## src/inc/csc_pkg.sv

```systemverilog
// Constants and types for the CPU startup strap configuration block.
// Assumes a single 10 MHz core clock; all figures live here once.
package csc_pkg;

	// ************************************************************
	// Timing
	// ************************************************************
	localparam int CSC_CLK_PERIOD_NS = 100;
	localparam int CSC_SAMPLE_DELAY_NS = 1000;
	localparam int CSC_SAMPLE_DELAY_CYC =
		(CSC_SAMPLE_DELAY_NS + CSC_CLK_PERIOD_NS - 1) / CSC_CLK_PERIOD_NS;
	localparam int CSC_SYNC_STAGES = 2;

	// ************************************************************
	// Strap widths and field positions
	// ************************************************************
	localparam int CSC_STARTUP_W = 4;
	localparam int CSC_REFCLK_W = 3;
	localparam int CSC_READY_HI_LSB = 2;
	localparam int CSC_READY_HI_W = 2;

	// ************************************************************
	// Startup codes
	// ************************************************************
	localparam logic [3:0] CSC_CODE_CPU_FLASH = 4'h0;
	localparam logic [3:0] CSC_CODE_PCIE_P10_P4 = 4'h1;
	localparam logic [3:0] CSC_CODE_PCIE_P6_P4 = 4'h2;
	localparam logic [3:0] CSC_CODE_PCIE_P10_P9 = 4'h4;
	localparam logic [3:0] CSC_CODE_PCIE_P4 = 4'h8;
	localparam logic [3:0] CSC_CODE_PCIE_ONLY = 4'h9;
	localparam logic [3:0] CSC_CODE_PCIE_P9 = 4'hA;
	localparam logic [3:0] CSC_CODE_MGMT_ADDR0 = 4'hE;
	localparam logic [3:0] CSC_CODE_MGMT_ADDR31 = 4'hF;
	localparam logic [4:0] CSC_MGMT_ADDR_LO = 5'h00;
	localparam logic [4:0] CSC_MGMT_ADDR_HI = 5'h1F;

	// ************************************************************
	// Secondary reference clock codes
	// ************************************************************
	localparam logic [2:0] CSC_REF2_125 = 3'h0;
	localparam logic [2:0] CSC_REF2_156 = 3'h1;
	localparam logic [2:0] CSC_REF2_250 = 3'h2;
	localparam logic [2:0] CSC_REF2_25 = 3'h4;

	// ************************************************************
	// Host frame port numbers
	// ************************************************************
	localparam logic [3:0] CSC_FRAME_PORT_4 = 4'h4;
	localparam logic [3:0] CSC_FRAME_PORT_9 = 4'h9;
	localparam logic [3:0] CSC_FRAME_PORT_NONE = 4'h0;

	// ************************************************************
	// PCIe base address regions
	// ************************************************************
	localparam logic [2:0] CSC_BAR_REGS = 3'h0;
	localparam logic [2:0] CSC_BAR_DRAM = 3'h2;

	typedef enum logic [2:0] {
		CSC_FREQ_125,
		CSC_FREQ_156P25,
		CSC_FREQ_250,
		CSC_FREQ_25,
		CSC_FREQ_INVALID
	} csc_freq_type;

	typedef enum logic [1:0] {
		CSC_CAP_WAIT,
		CSC_CAP_DONE
	} csc_cap_state_type;

endpackage : csc_pkg

```

## src/design/csc_strap_config.sv

```systemverilog
// CPU subsystem startup configuration: strap capture, code decode,
// general control register and host access steering.
// Assumes one 10 MHz core clock and rst_n as the device external reset.
//
// What this block does
// - Decode secondary refclk strap; ignore when PLL2 off
// - Code 0000: little-endian CPU flash boot, slave off
// - Code 0001: PCIe, port10 SFI, frame port 4
// - Code 0010: PCIe, port6, frame port 4 1G
// - Code 0100: PCIe, port10 SFI, frame port 9 SFI
// - Code 1000: PCIe, register frames on port 4
// - Some codes enable management slave at address 0/31
// - Sample four startup straps shortly after reset release
// - Sampled code seeds writable general control register
// - Owner set disables serial slave for host
// - CPU byte order follows big endian field
// - Owner cleared releases serial interface to host slave
// - Management enable takes its GPIO pins automatically
// - Select low: JTAG to CPU debug, else scan
// - Flash boot reserves serial interface from host
// - PCIe region zero to registers, region two DRAM
// - Host reaches registers via any enabled access path
// - Latch straps once, hold, then free the pins
// - Drive upper strap lines high when PCIe or an enabled front port is ready
`timescale 1ns/1ps
module csc_strap_config
	import csc_pkg::*;
#(
	parameter int SAMPLE_DELAY = CSC_SAMPLE_DELAY_CYC
) (
	input wire logic clk,
	input wire logic rst_n,
	input wire logic [3:0] startup_strap_in,
	output logic [1:0] startup_strap_hi_out,
	output logic [1:0] startup_strap_hi_oe_n,
	input wire logic [2:0] primary_refclk_freq_strap,
	input wire logic [2:0] secondary_refclk_freq_strap,
	input wire logic second_pll_select_strap,
	input wire logic debug_select_n,
	input wire logic front_port_ready,
	input wire logic pcie_ready,
	input wire logic ctrl_wr,
	input wire logic ctrl_wr_serial_if_owner,
	input wire logic ctrl_wr_flash_boot_map_enable,
	input wire logic ctrl_wr_cpu_disable,
	input wire logic ctrl_wr_cpu_big_endian_enable,
	input wire logic ctrl_wr_mgmt_slave_enable,
	input wire logic pcie_req,
	input wire logic [2:0] pcie_req_bar,
	output logic straps_captured,
	output logic [3:0] startup_code,
	output logic reserved_code,
	output logic [2:0] primary_refclk_code,
	output csc_freq_type secondary_refclk_freq,
	output logic second_pll_enable,
	output logic serial_if_owner,
	output logic flash_boot_map_enable,
	output logic cpu_disable,
	output logic cpu_big_endian_enable,
	output logic mgmt_slave_enable,
	output logic [4:0] mgmt_slave_addr,
	output logic cpu_run,
	output logic serial_slave_enable,
	output logic serial_boot_reserved,
	output logic mgmt_gpio_takeover,
	output logic pcie_enable,
	output logic port10_sfi_enable,
	output logic port6_sgmii_enable,
	output logic [3:0] host_frame_port,
	output logic frame_register_access,
	output logic host_access_available,
	output logic jtag_to_cpu_debug,
	output logic jtag_to_boundary_scan,
	output logic pcie_to_regs,
	output logic pcie_to_dram
);
	// ************************************************************
	// Pin synchronisers
	// ************************************************************
	localparam int PIN_W = CSC_STARTUP_W + 2 * CSC_REFCLK_W + 2;
	logic [PIN_W-1:0] pins_sync;
	logic [3:0] strap_s;
	logic [2:0] ref1_s;
	logic [2:0] ref2_s;
	logic pll2_s;
	logic dbg_sel_n_s;

	csc_sync #(.WIDTH(PIN_W)) csc_sync_i (
		.clk(clk),
		.rst_n(rst_n),
		.async_in({debug_select_n, second_pll_select_strap, secondary_refclk_freq_strap,
			primary_refclk_freq_strap, startup_strap_in}),
		.sync_out(pins_sync)
	);
	assign {dbg_sel_n_s, pll2_s, ref2_s, ref1_s, strap_s} = pins_sync;

	// ************************************************************
	// Capture sequencer
	// ************************************************************
	// Waits past the synchroniser and pin settling before sampling
	localparam int CNT_W = $clog2(SAMPLE_DELAY + 1);
	localparam logic [CNT_W-1:0] CNT_LAST = CNT_W'(SAMPLE_DELAY);
	csc_cap_state_type cap_state_q;
	logic [CNT_W-1:0] cap_cnt_q;
	logic cap_fire;

	assign cap_fire = (cap_state_q == CSC_CAP_WAIT) && (cap_cnt_q == CNT_LAST);

	always_ff @(posedge clk) begin
		if (!rst_n) begin
			cap_state_q <= CSC_CAP_WAIT;
			cap_cnt_q <= '0;
		end else begin
			unique case (cap_state_q)
				CSC_CAP_WAIT: begin
					if (cap_fire) begin
						cap_state_q <= CSC_CAP_DONE;
					end else begin
						cap_cnt_q <= cap_cnt_q + CNT_W'(1);
					end
				end
				CSC_CAP_DONE: begin
					cap_state_q <= CSC_CAP_DONE;
				end
				default: begin
					cap_state_q <= CSC_CAP_WAIT;
				end
			endcase
		end
	end
	assign straps_captured = (cap_state_q == CSC_CAP_DONE);

	// ************************************************************
	// Decode of sampled code
	// ************************************************************
	logic dec_cpu_disable;
	logic dec_boot_map;
	logic dec_owner;
	logic dec_pcie;
	logic dec_p10;
	logic dec_p6;
	logic [3:0] dec_fport;
	logic dec_frame;
	logic dec_mgmt;
	logic [4:0] dec_maddr;
	logic dec_rsvd;

	csc_startup_decode csc_startup_decode_i (
		.code(strap_s),
		.cpu_disable(dec_cpu_disable),
		.flash_boot_map_enable(dec_boot_map),
		.serial_if_owner(dec_owner),
		.pcie_enable(dec_pcie),
		.port10_sfi_enable(dec_p10),
		.port6_sgmii_enable(dec_p6),
		.host_frame_port(dec_fport),
		.frame_register_access(dec_frame),
		.mgmt_slave_enable(dec_mgmt),
		.mgmt_slave_addr(dec_maddr),
		.reserved_code(dec_rsvd)
	);

	function automatic csc_freq_type csc_ref2_decode(input logic [2:0] code, input logic pll2_on);
		csc_freq_type f;
		f = CSC_FREQ_INVALID;
		if (pll2_on) begin
			unique case (code)
				CSC_REF2_125: f = CSC_FREQ_125;
				CSC_REF2_156: f = CSC_FREQ_156P25;
				CSC_REF2_250: f = CSC_FREQ_250;
				CSC_REF2_25: f = CSC_FREQ_25;
				default: f = CSC_FREQ_INVALID;
			endcase
		end
		return f;
	endfunction : csc_ref2_decode

	// ************************************************************
	// Latched strap image, held until next external reset
	// ************************************************************
	always_ff @(posedge clk) begin
		if (!rst_n) begin
			startup_code <= 4'h0;
			reserved_code <= 1'b0;
			primary_refclk_code <= 3'h0;
			second_pll_enable <= 1'b0;
			secondary_refclk_freq <= CSC_FREQ_INVALID;
			pcie_enable <= 1'b0;
			port10_sfi_enable <= 1'b0;
			port6_sgmii_enable <= 1'b0;
			host_frame_port <= CSC_FRAME_PORT_NONE;
			frame_register_access <= 1'b0;
			mgmt_slave_addr <= CSC_MGMT_ADDR_LO;
		end else if (cap_fire) begin
			startup_code <= strap_s;
			reserved_code <= dec_rsvd;
			primary_refclk_code <= ref1_s;
			second_pll_enable <= pll2_s;
			secondary_refclk_freq <= csc_ref2_decode(ref2_s, pll2_s);
			pcie_enable <= dec_pcie;
			port10_sfi_enable <= dec_p10;
			port6_sgmii_enable <= dec_p6;
			host_frame_port <= dec_fport;
			frame_register_access <= dec_frame;
			mgmt_slave_addr <= dec_maddr;
		end
	end

	// ************************************************************
	// General control register
	// ************************************************************
	// Held disabled until capture; software writes ignored before that
	always_ff @(posedge clk) begin
		if (!rst_n) begin
			serial_if_owner <= 1'b0;
			flash_boot_map_enable <= 1'b0;
			cpu_disable <= 1'b1;
			cpu_big_endian_enable <= 1'b0;
			mgmt_slave_enable <= 1'b0;
		end else if (cap_fire) begin
			serial_if_owner <= dec_owner;
			flash_boot_map_enable <= dec_boot_map;
			cpu_disable <= dec_cpu_disable;
			cpu_big_endian_enable <= 1'b0;
			mgmt_slave_enable <= dec_mgmt;
		end else if (straps_captured && ctrl_wr) begin
			serial_if_owner <= ctrl_wr_serial_if_owner;
			flash_boot_map_enable <= ctrl_wr_flash_boot_map_enable;
			cpu_disable <= ctrl_wr_cpu_disable;
			cpu_big_endian_enable <= ctrl_wr_cpu_big_endian_enable;
			mgmt_slave_enable <= ctrl_wr_mgmt_slave_enable;
		end
	end

	// ************************************************************
	// Derived subsystem controls
	// ************************************************************
	assign cpu_run = straps_captured && !cpu_disable;
	// Owner bit alone decides after capture; a CPU still in reset does not keep the slave off
	assign serial_slave_enable = straps_captured && !serial_if_owner;
	assign serial_boot_reserved = serial_if_owner && cpu_run;
	assign mgmt_gpio_takeover = mgmt_slave_enable;
	assign host_access_available = pcie_enable || serial_slave_enable
		|| mgmt_slave_enable || frame_register_access;

	// ************************************************************
	// Upper strap lines as ready indication
	// ************************************************************
	logic ready_ind_q;
	always_ff @(posedge clk) begin
		if (!rst_n) begin
			ready_ind_q <= 1'b0;
		end else begin
			ready_ind_q <= straps_captured
				&& ((pcie_enable && pcie_ready)
				|| ((port10_sfi_enable || port6_sgmii_enable || dec_port_any(host_frame_port))
				&& front_port_ready));
		end
	end

	function automatic logic dec_port_any(input logic [3:0] port);
		return port != CSC_FRAME_PORT_NONE;
	endfunction : dec_port_any

	assign startup_strap_hi_out = {CSC_READY_HI_W{ready_ind_q}};
	assign startup_strap_hi_oe_n = {CSC_READY_HI_W{!ready_ind_q}};

	// ************************************************************
	// JTAG selection and PCIe region steering
	// ************************************************************
	// Routing waits for the synchroniser to fill; its reset zeros would select debug
	always_ff @(posedge clk) begin
		if (!rst_n) begin
			jtag_to_cpu_debug <= 1'b0;
			jtag_to_boundary_scan <= 1'b1;
		end else if ((cap_cnt_q >= CNT_W'(CSC_SYNC_STAGES)) || straps_captured) begin
			jtag_to_cpu_debug <= !dbg_sel_n_s;
			jtag_to_boundary_scan <= dbg_sel_n_s;
		end
	end

	always_ff @(posedge clk) begin
		if (!rst_n) begin
			pcie_to_regs <= 1'b0;
			pcie_to_dram <= 1'b0;
		end else begin
			pcie_to_regs <= pcie_enable && pcie_req && (pcie_req_bar == CSC_BAR_REGS);
			pcie_to_dram <= pcie_enable && pcie_req && (pcie_req_bar == CSC_BAR_DRAM);
		end
	end
endmodule : csc_strap_config

```

## src/design/csc_sync.sv

```systemverilog
// Two-stage level synchroniser for strap and select pins.
// Assumes inputs are static or slow compared with the core clock.
`timescale 1ns/1ps
module csc_sync #(
	parameter int WIDTH = 1
) (
	input wire logic clk,
	input wire logic rst_n,
	input wire logic [WIDTH-1:0] async_in,
	output logic [WIDTH-1:0] sync_out
);
	logic [WIDTH-1:0] meta_q;

	// First stage is read only by the second
	always_ff @(posedge clk) begin
		if (!rst_n) begin
			meta_q <= '0;
			sync_out <= '0;
		end else begin
			meta_q <= async_in;
			sync_out <= meta_q;
		end
	end
endmodule : csc_sync

```

## src/design/csc_startup_decode.sv

```systemverilog
// Decodes a captured startup code into subsystem enables.
// Pure combinational; the caller registers the result.
`timescale 1ns/1ps
module csc_startup_decode
	import csc_pkg::*;
(
	input wire logic [3:0] code,
	output logic cpu_disable,
	output logic flash_boot_map_enable,
	output logic serial_if_owner,
	output logic pcie_enable,
	output logic port10_sfi_enable,
	output logic port6_sgmii_enable,
	output logic [3:0] host_frame_port,
	output logic frame_register_access,
	output logic mgmt_slave_enable,
	output logic [4:0] mgmt_slave_addr,
	output logic reserved_code
);
	always_comb begin
		cpu_disable = 1'b1;
		flash_boot_map_enable = 1'b0;
		serial_if_owner = 1'b0;
		pcie_enable = 1'b0;
		port10_sfi_enable = 1'b0;
		port6_sgmii_enable = 1'b0;
		host_frame_port = CSC_FRAME_PORT_NONE;
		frame_register_access = 1'b0;
		mgmt_slave_enable = 1'b0;
		mgmt_slave_addr = CSC_MGMT_ADDR_LO;
		reserved_code = 1'b0;
		unique case (code)
			CSC_CODE_CPU_FLASH: begin
				cpu_disable = 1'b0;
				flash_boot_map_enable = 1'b1;
				serial_if_owner = 1'b1;
			end
			CSC_CODE_PCIE_P10_P4: begin
				pcie_enable = 1'b1;
				port10_sfi_enable = 1'b1;
				host_frame_port = CSC_FRAME_PORT_4;
				frame_register_access = 1'b1;
			end
			CSC_CODE_PCIE_P6_P4: begin
				pcie_enable = 1'b1;
				port6_sgmii_enable = 1'b1;
				host_frame_port = CSC_FRAME_PORT_4;
				frame_register_access = 1'b1;
			end
			CSC_CODE_PCIE_P10_P9: begin
				pcie_enable = 1'b1;
				port10_sfi_enable = 1'b1;
				host_frame_port = CSC_FRAME_PORT_9;
				frame_register_access = 1'b1;
			end
			CSC_CODE_PCIE_P4: begin
				pcie_enable = 1'b1;
				host_frame_port = CSC_FRAME_PORT_4;
				frame_register_access = 1'b1;
			end
			CSC_CODE_PCIE_P9: begin
				pcie_enable = 1'b1;
				host_frame_port = CSC_FRAME_PORT_9;
				frame_register_access = 1'b1;
			end
			CSC_CODE_PCIE_ONLY: begin
				pcie_enable = 1'b1;
			end
			CSC_CODE_MGMT_ADDR0: begin
				mgmt_slave_enable = 1'b1;
				mgmt_slave_addr = CSC_MGMT_ADDR_LO;
			end
			CSC_CODE_MGMT_ADDR31: begin
				mgmt_slave_enable = 1'b1;
				mgmt_slave_addr = CSC_MGMT_ADDR_HI;
			end
			default: begin
				reserved_code = 1'b1;
			end
		endcase
	end
endmodule : csc_startup_decode

```

## config.mk

```make
export PLATFORM = sky130hd
export DESIGN_NAME = csc_strap_config
export DESIGN_NICKNAME = d
export VERILOG_FILES = /design/src/inc/csc_pkg.sv /design/src/design/csc_strap_config.sv /design/src/design/csc_sync.sv /design/src/design/csc_startup_decode.sv
export SDC_FILE = /design/constraint.sdc
export NUM_CORES = 1
export LEC_CHECK = 0
export ABC_AREA = 1
export BUFFER_PORTS_ARGS = -buffer_cell sky130_fd_sc_hd__buf_2
export CAP_MARGIN = 20
export CORE_UTILIZATION = 40
export DETAILED_ROUTE_END_ITERATION = 6
export MAX_ROUTING_LAYER = met4
export PLACE_DENSITY = 0.71
export SYNTH_ARGS = -nofsm -noshare
export SYNTH_HDL_FRONTEND = slang
export SYNTH_SLANG_ARGS = --single-unit
```

## constraint.sdc

```tcl
create_clock -name clk -period 1.4 [get_ports clk]
set_input_delay 0.14 -clock clk [delete_from_list [all_inputs] [get_ports clk]]
set_output_delay 0.14 -clock clk [all_outputs]
set_load 0.02 [all_outputs]
```

; ---- Word-level counts from Yosys, hierarchy flattened
; Cells that the tools add are included.
[totals]
ff_bits = 65
inputBits = 26
output_inout_bits = 44
word_cells = 103
[op_classes]
addsub = 1
magnitude_cmp = 1
eq_ne = 15
muxes = 22
bitwise = 2
n_reduce_logical = 37
[ops]
columns = op, count
row1 = 4-bit equality test (second input constant), 6
row2 = 1-bit two-way mux, 16
row3 = 3-bit one-hot mux with 4 select lines, 1
row4 = 1-bit logical AND, 11
row5 = 9-bit OR reduction, 1
row6 = 4-bit one-hot mux with 2 select lines, 1
row7 = 2-bit OR reduction, 4
row8 = 1-bit logical OR, 7
row9 = 3-bit by 2-bit equality test with 1-bit output (second input constant), 2
row10 = 3-bit zero test, 2
row11 = 6-bit OR reduction, 1
row12 = 5-bit two-way mux, 1
row13 = 5-bit OR reduction, 1
row14 = 4-bit by 1-bit adder with 4-bit output (second input constant), 1
row15 = 4-bit by 1-bit equality test with 1-bit output (second input constant), 1
row16 = 4-bit by 2-bit equality test with 1-bit output (second input constant), 1
row17 = 4-bit by 3-bit equality test with 1-bit output (second input constant), 1
row18 = 4-bit by 2-bit >= comparator with 1-bit output (second input constant), 1
row19 = 1-bit zero test, 4
row20 = 4-bit zero test, 1
row21 = 2-bit one-hot mux with 2 select lines, 1
row22 = 4-bit nonzero test, 1
row23 = 3-bit by 1-bit equality test with 1-bit output (second input constant), 1
row24 = 3-bit equality test (second input constant), 1
row25 = other kinds (9), 10

; ---- Depth between registers and ports, before layout
[depth]
word_depth = 5
depth_mapped = 10
mapped_depth_nobuf = 9

; ---- Cells and area by module
; A second synthesis with hierarchy kept.
[unflattened]
hier_cells = 328
area_unflattened_um2 = 2503.7
[modules_own_cells]
columns = module, instances, cells_per_inst, area_per_inst_um2, seq_area_each_um2
row1 = csc_strap_config, 1, 217, 1626.6, 800.8
row2 = csc_sync, 1, 74, 683.2, 480.5
row3 = csc_startup_decode, 1, 37, 193.9, 0.0

; ---- Worst setup path before layout
; Ideal clock, no wire load.
[synth_path]
path_type = register -> output
startpoint = register cap_state_q[0]
endpoint = output host_access_available
arrival_ns = 1.354
required_ns = 1.260
setup_slack_ns = -0.094
path_stages_with_launch = 6
path_buffers = 1
cell_sequence = dfxtp_1 inv_1 buf_4 nor2_1 nor3_1 nand2_1
[synth_via]
elab_chain_len = 5
[synth_rtl]
columns = item, line_no
row1 = from (decl), csc_strap_config.sv:103  ; csc_cap_state_type cap_state_q;
row2 = from (signal assigned), csc_strap_config.sv:111  ; cap_state_q <= CSC_CAP_WAIT;
row3 = from (signal assigned), csc_strap_config.sv:117  ; cap_state_q <= CSC_CAP_DONE;
row4 = from (signal assigned), csc_strap_config.sv:123  ; cap_state_q <= CSC_CAP_DONE;
row5 = 2-bit by 1-bit equality test with 1-bit output, csc_strap_config.sv:131  ; assign straps_captured = (cap_state_q == CSC_CAP_DONE);
row6 = 1-bit logical AND, csc_strap_config.sv:240  ; assign serial_slave_enable = straps_captured && !serial_if_owner;
row7 = named net serial_slave_enable, csc_strap_config.sv:63  ; output logic serial_slave_enable,
row8 = 1-bit logical OR, csc_strap_config.sv:243  ; assign host_access_available = pcie_enable || serial_slave_enable
row9 = 1-bit logical OR (2 in a row), csc_strap_config.sv:244  ; || mgmt_slave_enable || frame_register_access;
row10 = to (decl), csc_strap_config.sv:71  ; output logic host_access_available,
; The timed path passes the listed nets, and every way through them passes these cells.

; ---- Final worst setup path
[layout_path]
startpoint = register cap_cnt_q[0]
endpoint = register secondary_refclk_freq[2]
[layout_via]
elab_chain_len = 2
[layout_rtl]
columns = item, line_no
row1 = from (decl), csc_strap_config.sv:104  ; logic [CNT_W-1:0] cap_cnt_q;
row2 = from (signal assigned), csc_strap_config.sv:119  ; cap_cnt_q <= cap_cnt_q + CNT_W'(1);
row3 = 4-bit equality test, csc_strap_config.sv:107  ; assign cap_fire = (cap_state_q == CSC_CAP_WAIT) && (cap_cnt_q == CNT_LAST);
row4 = 1-bit logical AND, csc_strap_config.sv:107
row5 = to (signal assigned), csc_strap_config.sv:199  ; secondary_refclk_freq <= csc_ref2_decode(ref2_s, pll2_s);
row6 = to (decl), csc_strap_config.sv:54  ; output csc_freq_type secondary_refclk_freq,
; No other way between the ends.
; A chain may end at the register's enable or synchronous reset.

==> metrics <==
Seq/Total Area, Yosys between 50% and 60%; worst-path maximum fanout 7; Crit. End Element flop; CP required 1.66 ns; nets@finish 393; # rows 26; Synth Cell Area 2250 sq um; Synth area leaders dfxtp_1, nand2_1, inv_1, buf_4, a21oi_1; Pwr Total roughly 0.0035 W; Non-Filler Instances 440; Final Skew 0.00683 ns; antenna viol nets, final 0; DP Cell Count 406; initial antenna violation count 0; top-count cell post-synth nand2_1; TritonCTS clock tree yes; synth-to-layout area growth 34.1%; vias in the first global route around 1700; Min-Delay Path Depth 3; RSZ-0062 raised after global routing true; wire length of the first global-routing pass 7150 um; Worst Reg-to-Reg Cells 9; Hold Path Class input pin to flop; Final Setup Violations 0; mean post-synth cell area approximately 8 sq um; fin crit period 1.37 ns; port bufs 68; setup slack, reg-to-reg approximately 0.028 ns; number of H-tree levels 3; later-pin clock latency in the skew report 0.32 ns; ys flop type dfxtp_1; number of diodes 0; IO Count 70; Initial DRC Count 82; cts bufs inserted 9; HPWL Detailed 3100 um; post-synth top area share 51.6%; area of the multi-input gates ~800 sq um; pwr dens 1170 nW/um^2; period utilisation layout 98.0%; Max VDD drop 0.632 mV; Gate Count Post-Synth 280; FMAX 729 MHz; fin. max-slew vios 0; status completed; Die ar. 5930 sq um; layout cell share with drive strength beyond 1 32.4%; DRC 0; Hold Fails Final Rpt 0; Clk Tree Root Cell clkbuf_8; async set or reset register ratio after synthesis 0%; worst-case clock buffer depth 2; storage element area 1160 sq um; Yosys cell types 30; Core Region 5270 sq um; Die W between 70 and 80 um; Worst setup SP type flop; largest net degree at the start of global routing 30; vias per inst between 4 and 5; Synth warnings 0; Lkg Pwr 1.60 nW; GRT overflow 0; vias 1881; initial core utilization ~43%; Max-cap violations 0; WL per Instance 10.1 um; WP data arrival around 1.6 ns; worst hold margin 0.0178 ns; CTS sink count 58; post-synthesis register bit count between 50 and 60; die height 77.0 um; Mapped Nets around 300; largest area contributor in the synthesized netlist dfxtp_1; Fillers 510; Tot GR Track Use about 16%; Detailed Routing Iterations Pass 1 4; most frequent cells after synthesis nand2_1, dfxtp_1, inv_1, nor2_1, buf_4; clock transition at the registers of the reported paths 0.07 ns; Post-synth EDFFs 0; total length of routed wires 4440 um; critical path class flop to flop; final RePlAce weighted congestion just under 0.9
[final timing paths]
| path | startpoint | end |
|---|---|---|
| worst max register to register | cap_cnt_q[0] | secondary_refclk_freq[2] |
| worst min register to register | csc_sync_i.meta_q[10] | csc_sync_i.sync_out[10] |
| worst max-delay path | cap_cnt_q[0] | secondary_refclk_freq[2] |
| worst min-delay path | startup_strap_in[1] | csc_sync_i.meta_q[1] |
[state kept, by name, summed over array words and instances (netlist names), 2 cells and up]
name	flops
csc_sync_i.meta_q	12
csc_sync_i.sync_out	12
cap_cnt_q	4
startup_code	4
primary_refclk_code	3
secondary_refclk_freq	3
host_frame_port	2
[metrics by stage]
step	worst slack, ns	util, %	TNS (ns)	instance area, sq um
floorplan	0.0164	-	0	2260
detailed placement	0.00970	49.3	0	2600
global placement	0.0702	49.3	0	2600
global route	-0.0916	57.2	-0.344	3010
CTS	0.00655	55.7	0	2930
finish	0.0279	57.2	0	3010
[cells by family (layout without fill, tap and decap cells)]
| family | count (synthesis) | in the layout | synth area share, % |
|---|---|---|---|
| simple gates | 122 | 122 | 24.8 |
| buf+inv | 66 | 156 | 13.8 |
| flops | 58 | 58 | 51.6 |
| compound gates | 31 | 31 | 8.46 |
| fa+ha+maj | 2 | 2 | 1.11 |
| other cells | 1 | 1 | 0.167 |
[power breakdown]
part | switching [W] | leakage [nW] | internal (W)
Sequential | 0.0000254 | 0.474 | 0.00170
Clock | 0.000626 | 0.0986 | 0.000916
Combinational | 0.000131 | 1.03 | 0.000113
Total | 0.000782 | 1.60 | 0.00273
[cell usage in the layout (no fill, tap or decap), types with 3 or more instances in the layout]
| cell | instances |
|---|---|
| a21oi_1 | 10 |
| buf_2 | 68 |
| buf_4 | 9 |
| clkbuf_8 | 11 |
| clkinvlp_4 | 3 |
| dfxtp_1 | 56 |
| dlygate4sd3_1 | 12 |
| inv_1 | 46 |
| nand2_1 | 78 |
| nand2_2 | 5 |
| nand2_4 | 3 |
| nand3_1 | 8 |
| nand4_1 | 3 |
| nor2_1 | 13 |
| nor3_1 | 3 |
| o21ai_0 | 9 |
| o21ai_2 | 3 |
[critical path: stages (launching register included)]
cell	delay, ns
dfxtp_2	0.32
inv_1	0.05
ha_2	0.18
nand2_2	0.07
nor2_4	0.19
nand2_4	0.12
nand2_8	0.12
buf_4	0.11
nor2_1	0.03
a21oi_1	0.11
[layer usage]
metal	vias to the layer above	wire (um)	global-route usage, %
met3	4	222	3.81
met4	0	57	9.06
met1	813	1950	16.8
li1	1016	-	-
met5	-	0	-
met2	48	2210	27.2
[layout make-up]
type,instances,share of cell area [%]
flip-flops and latches,58,38.6
multi-input cells,156,26.8
repair buffers,90,18.2
inverters,50,6.68
clock buffers,12,5.15
well taps,70,2.91
clock inverters,4,1.66
[timing repair]
item | in CTS | in global routing
resized for setup | 1 | 12
pin swaps | 0 | 5
cloned | 0 | 0
endpoints found under the hold margin | 12 | 0
setup buffers | 1 | 5
endpoints found under the setup margin | 3 | 19
hold buffers | 12 | 0
Note: power is estimated with default switching activity, not from simulation.
